File: src/tof_pkg.sv
package tof_pkg;

    localparam int FIFO_DEPTH = 32;
    localparam int PTR_W = 5;
    localparam int CNT_W = 6;
    localparam int MAX_ENTRIES = 15;
    localparam int SLOT_W = 4;
    localparam logic [7:0] IN_LEN_RESET = 8'h04;
    localparam logic [7:0] OUT_LEN_SMALL = 8'h14;
    localparam logic [7:0] OUT_LEN_LARGE = 8'h3C;
    localparam logic [2:0] ENTRIES_SMALL = 3'h5;
    localparam logic [3:0] ENTRIES_LARGE = 4'hF;
    localparam int LAST_MARK_BIT = 6;
    localparam int PAT_OUT_LSB = 4;
    localparam logic [7:0] STS_FULL_BIT = 8'h01;
    localparam logic [7:0] STS_RUN_BIT = 8'h02;
    localparam logic [7:0] STS_LAST_BIT = 8'h80;
    localparam logic [7:0] NEXT_VALID_BIT = 8'hC0;

    typedef struct packed {
        logic [7:0] pattern;
        logic [7:0] running_number;
        logic [15:0] entry_time_us;
    } tof_entry_t;

    typedef struct packed {
        logic [7:0] last_accepted_number;
        logic [7:0] next_pending_number;
        logic [7:0] queue_status;
        logic [7:0] queued_entry_count;
    } tof_status_t;

endpackage

File: src/tof_timed_output_fifo.sv
//Contract
// - Parameter set is fixed, writes ignored
// - Input image length always reads four bytes
// - Output image length equals build variant (reset loads OUT_LEN_SMALL in both variants)
// - Entry: pattern, number, 16-bit microsecond time
// - New entries appended in address order
// - At entry time drive pattern upper nibble, drop entry
// - Entries execute strictly in arrival order
// - Apply only when ticker equals entry time
// - Report last, next, status, queued count
`timescale 1ns/100ps
`default_nettype none
module tof_timed_output_fifo #(
    parameter bit LARGE_VARIANT = 1'b0
) (
    input wire logic sys_clk,
    input wire logic rst_n,
    input wire logic image_write,
    input wire tof_pkg::tof_entry_t [tof_pkg::MAX_ENTRIES-1:0] output_image,
    input wire logic [15:0] ticker_us,
    input wire logic param_write,
    input wire logic [7:0] param_wdata,
    output logic [3:0] dout,
    output tof_pkg::tof_status_t input_image,
    output logic [7:0] input_image_length,
    output logic [7:0] output_image_length
);

    typedef enum logic [1:0] {
        TOF_IDLE = 2'b00,
        TOF_WAIT = 2'b01,
        TOF_FIRE = 2'b10
    } tof_state_t;

    wire tof_pkg::tof_entry_t mem [tof_pkg::FIFO_DEPTH];
    logic [tof_pkg::PTR_W-1:0] rd_ptr_reg;
    logic [tof_pkg::PTR_W-1:0] wr_ptr_reg;
    logic [tof_pkg::CNT_W-1:0] count_reg;
    logic [tof_pkg::CNT_W-1:0] count_next;
    tof_state_t state_reg;
    tof_state_t state_next;
    logic [15:0] tick_s1_reg;
    logic [15:0] tick_s2_reg;
    logic wr_s1_reg;
    logic wr_s2_reg;
    logic wr_s3_reg;
    logic [7:0] last_rn_reg;
    logic [7:0] exec_rn_reg;
    logic last_seen_reg;

    wire [3:0] slots = LARGE_VARIANT ? tof_pkg::ENTRIES_LARGE
                                     : 4'(tof_pkg::ENTRIES_SMALL);
    wire wr_pulse = wr_s2_reg & ~wr_s3_reg;
    wire [7:0] mark_mask = 8'h01 << tof_pkg::LAST_MARK_BIT;
    wire tof_pkg::tof_entry_t head = mem[rd_ptr_reg];
    wire time_hit = tick_s2_reg == head.entry_time_us;
    wire fire = (state_reg == TOF_WAIT) && time_hit && (count_reg != '0);
    wire [tof_pkg::CNT_W-1:0] free_slots =
        6'(tof_pkg::FIFO_DEPTH) - count_reg;

    // Count valid slots of a write; stop after the entry marked last
    wire [4:0] n_valid;
    wire [7:0] last_num;
    wire [tof_pkg::MAX_ENTRIES:0] open_chain;
    wire [4:0] cnt_chain [tof_pkg::MAX_ENTRIES+1];
    wire [7:0] num_chain [tof_pkg::MAX_ENTRIES+1];
    assign open_chain[0] = 1'b1;
    assign cnt_chain[0] = 5'h00;
    assign num_chain[0] = last_rn_reg;

    genvar s;
    generate
        for (s = 0; s < tof_pkg::MAX_ENTRIES; s++)
        begin : g_slot
            wire [7:0] slot_num = output_image[s].running_number;
            wire used = open_chain[s] && (4'(s) < slots);
            wire marked = slot_num[tof_pkg::LAST_MARK_BIT];
            wire ends = used && marked;
            assign open_chain[s+1] = open_chain[s] && !ends;
            assign cnt_chain[s+1] = cnt_chain[s] + (used ? 5'h01 : 5'h00);
            assign num_chain[s+1] = used ? slot_num : num_chain[s];
        end
    endgenerate
    assign n_valid = cnt_chain[tof_pkg::MAX_ENTRIES];
    assign last_num = num_chain[tof_pkg::MAX_ENTRIES];

    wire accept = wr_pulse && (6'(n_valid) <= free_slots);

    // Occupancy: a write and a fire may fall in the same clock
    always_comb
    begin
        count_next = count_reg;
        if (accept)
        begin
            count_next = count_next + 6'(n_valid);
        end
        if (fire)
        begin
            count_next = count_next - 6'h01;
        end
    end

    // Wait for the head time, then stay in FIRE until the next head's time no longer matches the ticker or the queue is empty
    always_comb
    begin
        state_next = state_reg;
        case (state_reg)
            TOF_IDLE:
            begin
                if (count_reg != '0)
                begin
                    state_next = TOF_WAIT;
                end
            end
            TOF_WAIT:
            begin
                if (fire)
                begin
                    state_next = TOF_FIRE;
                end
            end
            TOF_FIRE:
            begin
                // Hold FIRE while the ticker still matches so a head with equal time waits a wrap
                if (!time_hit || count_reg == '0)
                begin
                    state_next = (count_reg != '0) ? TOF_WAIT : TOF_IDLE;
                end
            end
            default:
            begin
                state_next = TOF_IDLE;
            end
        endcase
    end

    // Ticker comes from the head module: two flops before any logic
    always_ff @(posedge sys_clk or negedge rst_n)
    begin
        if (!rst_n)
        begin
            tick_s1_reg <= 16'h0000;
            tick_s2_reg <= 16'h0000;
        end
        else
        begin
            tick_s1_reg <= ticker_us;
            tick_s2_reg <= tick_s1_reg;
        end
    end

    // Write strobe: two sync flops, a third one finds the rising edge
    always_ff @(posedge sys_clk or negedge rst_n)
    begin
        if (!rst_n)
        begin
            wr_s1_reg <= 1'b0;
            wr_s2_reg <= 1'b0;
            wr_s3_reg <= 1'b0;
        end
        else
        begin
            wr_s1_reg <= image_write;
            wr_s2_reg <= wr_s1_reg;
            wr_s3_reg <= wr_s2_reg;
        end
    end

    // One register per FIFO cell; a write lands behind waiting entries
    genvar g;
    generate
        for (g = 0; g < tof_pkg::FIFO_DEPTH; g++)
        begin : g_cell
            wire [tof_pkg::PTR_W-1:0] ofs = 5'(g) - wr_ptr_reg;
            wire load_cell = accept && (ofs < n_valid);
            tof_pkg::tof_entry_t cell_reg;
            always_ff @(posedge sys_clk)
            begin
                if (load_cell)
                begin
                    cell_reg <= output_image[ofs[3:0]];
                end
            end
            assign mem[g] = cell_reg;
        end
    endgenerate

    always_ff @(posedge sys_clk or negedge rst_n)
    begin
        if (!rst_n)
        begin
            wr_ptr_reg <= '0;
            rd_ptr_reg <= '0;
        end
        else
        begin
            if (accept)
            begin
                wr_ptr_reg <= wr_ptr_reg + n_valid;
            end
            if (fire)
            begin
                rd_ptr_reg <= rd_ptr_reg + 5'h01;
            end
        end
    end

    always_ff @(posedge sys_clk or negedge rst_n)
    begin
        if (!rst_n)
        begin
            count_reg <= '0;
            state_reg <= TOF_IDLE;
        end
        else
        begin
            count_reg <= count_next;
            state_reg <= state_next;
        end
    end

    // Applied pattern and the number of the entry behind it
    always_ff @(posedge sys_clk or negedge rst_n)
    begin
        if (!rst_n)
        begin
            dout <= 4'h0;
            exec_rn_reg <= 8'h00;
        end
        else if (fire)
        begin
            dout <= head.pattern[7:tof_pkg::PAT_OUT_LSB];
            exec_rn_reg <= head.running_number;
        end
    end

    // Last accepted number, reported with the last mark set
    always_ff @(posedge sys_clk or negedge rst_n)
    begin
        if (!rst_n)
        begin
            last_rn_reg <= 8'h00;
            last_seen_reg <= 1'b0;
        end
        else if (accept)
        begin
            last_rn_reg <= last_num | mark_mask;
            last_seen_reg <= last_num[tof_pkg::LAST_MARK_BIT];
        end
    end

    // Status bytes returned to the controlling station
    wire queue_busy = count_reg != '0;
    wire queue_full = free_slots == '0;
    wire [7:0] sts_last = last_seen_reg ? tof_pkg::STS_LAST_BIT : 8'h00;
    wire [7:0] sts_run = queue_busy ? tof_pkg::STS_RUN_BIT : 8'h00;
    wire [7:0] sts_full = queue_full ? tof_pkg::STS_FULL_BIT : 8'h00;
    wire [7:0] sts = sts_last | sts_run | sts_full;
    // When empty, report the number after the last executed one
    wire [7:0] after_exec = exec_rn_reg + 8'h01;
    wire [7:0] next_raw = queue_busy ? head.running_number : after_exec;
    wire [7:0] next_num = next_raw | tof_pkg::NEXT_VALID_BIT;

    // Status bytes refresh every clock
    always_ff @(posedge sys_clk or negedge rst_n)
    begin
        if (!rst_n)
        begin
            input_image <= '0;
        end
        else
        begin
            input_image.last_accepted_number <= last_rn_reg;
            input_image.next_pending_number <= next_num;
            input_image.queue_status <= sts;
            input_image.queued_entry_count <= 8'(count_reg);
        end
    end

    // Lengths are fixed; the parameter write inputs are left unread
    always_ff @(posedge sys_clk or negedge rst_n)
    begin
        if (!rst_n)
        begin
            input_image_length <= tof_pkg::IN_LEN_RESET;
            output_image_length <= tof_pkg::OUT_LEN_SMALL;
        end
        else
        begin
            input_image_length <= tof_pkg::IN_LEN_RESET;
            output_image_length <= LARGE_VARIANT ? tof_pkg::OUT_LEN_LARGE
                                   : tof_pkg::OUT_LEN_SMALL;
        end
    end

endmodule
`default_nettype wire

File: config.mk
export PLATFORM = sky130hd
export DESIGN_NAME = tof_timed_output_fifo
export DESIGN_NICKNAME = d
export VERILOG_FILES = /design/src/tof_pkg.sv /design/src/tof_timed_output_fifo.sv
export SDC_FILE = /design/constraint.sdc
export NUM_CORES = 2
export LEC_CHECK = 0
export ABC_AREA = 1
export BUFFER_PORTS_ARGS = -buffer_cell sky130_fd_sc_hd__buf_2
export CAP_MARGIN = 20
export CORE_UTILIZATION = 34
export CTS_CLUSTER_DIAMETER = 60
export DETAILED_ROUTE_END_ITERATION = 8
export HOLD_SLACK_MARGIN = 0.02
export SYNTH_ARGS = -nofsm -noshare
export SYNTH_HDL_FRONTEND = slang
export SYNTH_SLANG_ARGS = --single-unit
File: constraint.sdc
create_clock -name sys_clk -period 15.3 [get_ports sys_clk]
set_clock_uncertainty 0.15 [all_clocks]
set_input_delay 2.295 -clock sys_clk [delete_from_list [all_inputs] [get_ports sys_clk]]
set_output_delay 2.295 -clock sys_clk [all_outputs]
set_load 0.01 [all_outputs]
==> flow_summary.ini <==
[power_and_ir_drop]
power_density_nw_per_um2 = 270.8
ir_worst_vdd_uv = 273.9
p_leak_nw = 25.96

[min_path]
hold_depth = 0
min_path_type = flip-flop to flip-flop

[detailed_routing]
num_vias = 55001
drtPass1Iterations = 8
ant_nets = 0
wl_mm = 250.4
wl_per_cell_microns = 25.40
drt_iter0_markers = 9065
viasPerCell = 5.579
drc = 0

[timing]
min_period_ps = 7762
setup_viol = 0
fmax_mhz = 128.8
layout_setup_ws_ps = 7538
finalMaxSlewViolations = 0
rsz0062_at_grt = false
finalCritPeriodShare = 0.5073
relSlewSlack = 0.1157
hold_viol = 0
finalSetupTns_ps = 0
tightest_slew_ps = 1313

[placed_design]
hpwl_mm = 183.2
dpl_cell_area_sq_um = 59880
io_buffers = 447
gp_congestion = 1.033
pre_cts_ws_ps = 6919

[global_routing]
antenna_found_initial = 45
grt_max_degree = 228
grt_pass1_wl_mm = 349.5
grt_pass1_vias = 47899
grt_usage = 0.2921
grt_overflow_total = 0

[setup_path]
cp_top_family = simple AND/OR/NAND/NOR gates
critPathLaunchType = input pin
crit_required_ps = 15520
cp_slowest_cell = nor2_4
reg2reg_depth = 18
cp.arrival_ps = 7980
crit_fanout = 16
worstSetupPathType = input pin to flip-flop
r2r_setup_slack_ps = 9450
worstPathCellList = buf_2 -> nor2_1 -> inv_2 -> nor2_1 -> buf_4 -> nand2_1 -> ha_1 -> inv_1 -> fa_1 -> ha_1 -> ha_1 -> inv_1 -> o21bai_1 -> a21oi_1 -> nor3_1 -> nand2_1 -> nand2_2 -> inv_1 -> nand3_1 -> nor2_4 -> buf_4
crit_path_end_kind = flip-flop
path_buf_inv = 7
max_stage_delay_ps = 670
crit_cells = 21

[clock_network]
clkLatencyLatePin_ps = 720
cts_buffer_depth = 3
cts_resized = 0
holdBufCountCts = 0
h-tree-depth = 3
cts_made_buffers = 96
clk_pin_slew_worst_paths_ps = 60
clkSinkCount = 928
cts_tree = built
postCtsSetupBuffers = 0
root_buffer = clkbuf_16

[run]
max_cap_viol_count = 0

[cells_and_area]
syn_to_final_growth_pct = 12.58
design_area_sq_um = 62970
fillers = 16812
nets = 8129
drive_gt1_frac = 0.1035
layout_commonest_cell = nand2_1
largest_reg_flops = 832
mostFrequentLayoutCells = nand2_1 (2676), o21ai_0 (1647), edfxtp_1 (832), nor2_1 (483), buf_2 (446)

[outcome]
status = completed

[die]
rows = 148
die_height_microns = 407.6
dieArea_sq_um = 166100
die_width_microns = 407.6
ioPinCount = 560
core_area_sq_um = 163000
start_util = 0.3433

[logic_synthesis]
ys_warn_count = 0
async_flop_share = 0.1034
synth-seq-cells = 928
netlist_area_sq_um = 55930
ys.flop_type = edfxtp_1
syn_area_per_cell_sq_um = 7.499
synth-edff-count = 832
seq_area_frac_synth = 0.4896
synth.distinct_cells = 40
postSynthCellCount = 7459
==> Yosys cell counts (4+ instances only) <==
| cell | count | area, sq um |
|---|---|---|
| buf_2 | 63 | 315.3 |
| a21oi_1 | 61 | 305.3 |
| nand3b_1 | 8 | 60.06 |
| xnor2_1 | 8 | 70.07 |
| dfrtp_1 | 96 | 2402 |
| buf_4 | 33 | 247.7 |
| clkbuf_1 | 389 | 1460 |
| inv_2 | 6 | 22.52 |
| clkinv_1 | 9 | 33.78 |
| nand4_1 | 5 | 31.28 |
| o221ai_1 | 22 | 192.7 |
| buf_1 | 77 | 289.0 |
| nand2_1 | 2677 | 10050 |
| nor3b_1 | 4 | 30.03 |
| nand3_1 | 430 | 2152 |
| inv_1 | 380 | 1426 |
| edfxtp_1 | 832 | 24980 |
| nor3_1 | 20 | 100.1 |
| xor2_1 | 24 | 210.2 |
| o21ai_0 | 1647 | 8243 |
| a22oi_1 | 14 | 105.1 |
| o211ai_1 | 9 | 67.56 |
| ha_1 | 43 | 538.0 |
| a31oi_1 | 15 | 93.84 |
| nor2_1 | 495 | 1858 |
| o22ai_1 | 50 | 312.8 |
| or2_2 | 14 | 87.58 |
| nor4_1 | 6 | 37.54 |
==> final cells by class <==
class / count / area [sq um] / share of cell area
sequential: 928 / 27410 / 0.4353
multi-input combinational: 5594 / 25140 / 0.3992
timing repair buffer: 560 / 3176 / 0.05043
tap: 2175 / 2721 / 0.04322
clock buffer: 119 / 2535 / 0.04026
inverter: 395 / 1518 / 0.02410
clock inverter: 56 / 394.1 / 0.006259
antenna: 31 / 77.57 / 0.001232
==> metal layers <==
metal | vias to the layer above | track usage | wire length (microns)
li1 | 25131 | - | -
met1 | 25626 | 0.4124 | 101200
met2 | 3776 | 0.4162 | 102100
met3 | 450 | 0.09323 | 37890
met4 | 18 | 0.1025 | 9215
met5 | - | 0 | 106
==> path summary, 6_finish.rpt <==
path / end / startpoint
worst max-delay path: g_cell[29].cell_reg[30]$_DFFE_PP_ / output_image[22]
worst max register to register: dout[0]$_DFFE_PN0P_ / rd_ptr_reg[0]$_DFFE_PN0P_
max in group asynchronous: rd_ptr_reg[1]$_DFFE_PN0P_ / rst_n
min in group asynchronous: input_image[22]$_DFF_PN0_ / rst_n
worst min-delay path: wr_s2_reg$_DFF_PN0_ / wr_s1_reg$_DFF_PN0_
worst min register to register: wr_s2_reg$_DFF_PN0_ / wr_s1_reg$_DFF_PN0_
==> kinds of logic after synthesis <==
logic type | synth area share
adder cells (fa/ha/maj) | 0.01069
flip-flops | 0.4896
buffers and inverters | 0.06825
XOR/XNOR | 0.005011
AO/OA/AOI/OAI | 0.1683
AND/OR/NAND/NOR | 0.2580
other | 0.0001343
==> through the flow <==
step	hold WS, ps	std cells	power (mW)	util
2_1_floorplan	181.2	7481	9.846	-
3_3_place_gp	186.0	9643	14.01	0.3673
3_5_place_dp	185.8	9645	14.23	0.3675
4_1_cts	201.0	9820	16.44	0.3854
5_1_grt	214.4	9843	17.73	0.3862
6_report	200.1	9858	17.05	0.3864
==> where the power goes <==
part           internal [mW]  switching, mW  leakage (nW)
clock network           1.20           1.03          1.45
logic                   2.01           8.31          15.8
registers               4.34          0.162          8.71
No activity file was read; power rests on OpenSTA's default activity.
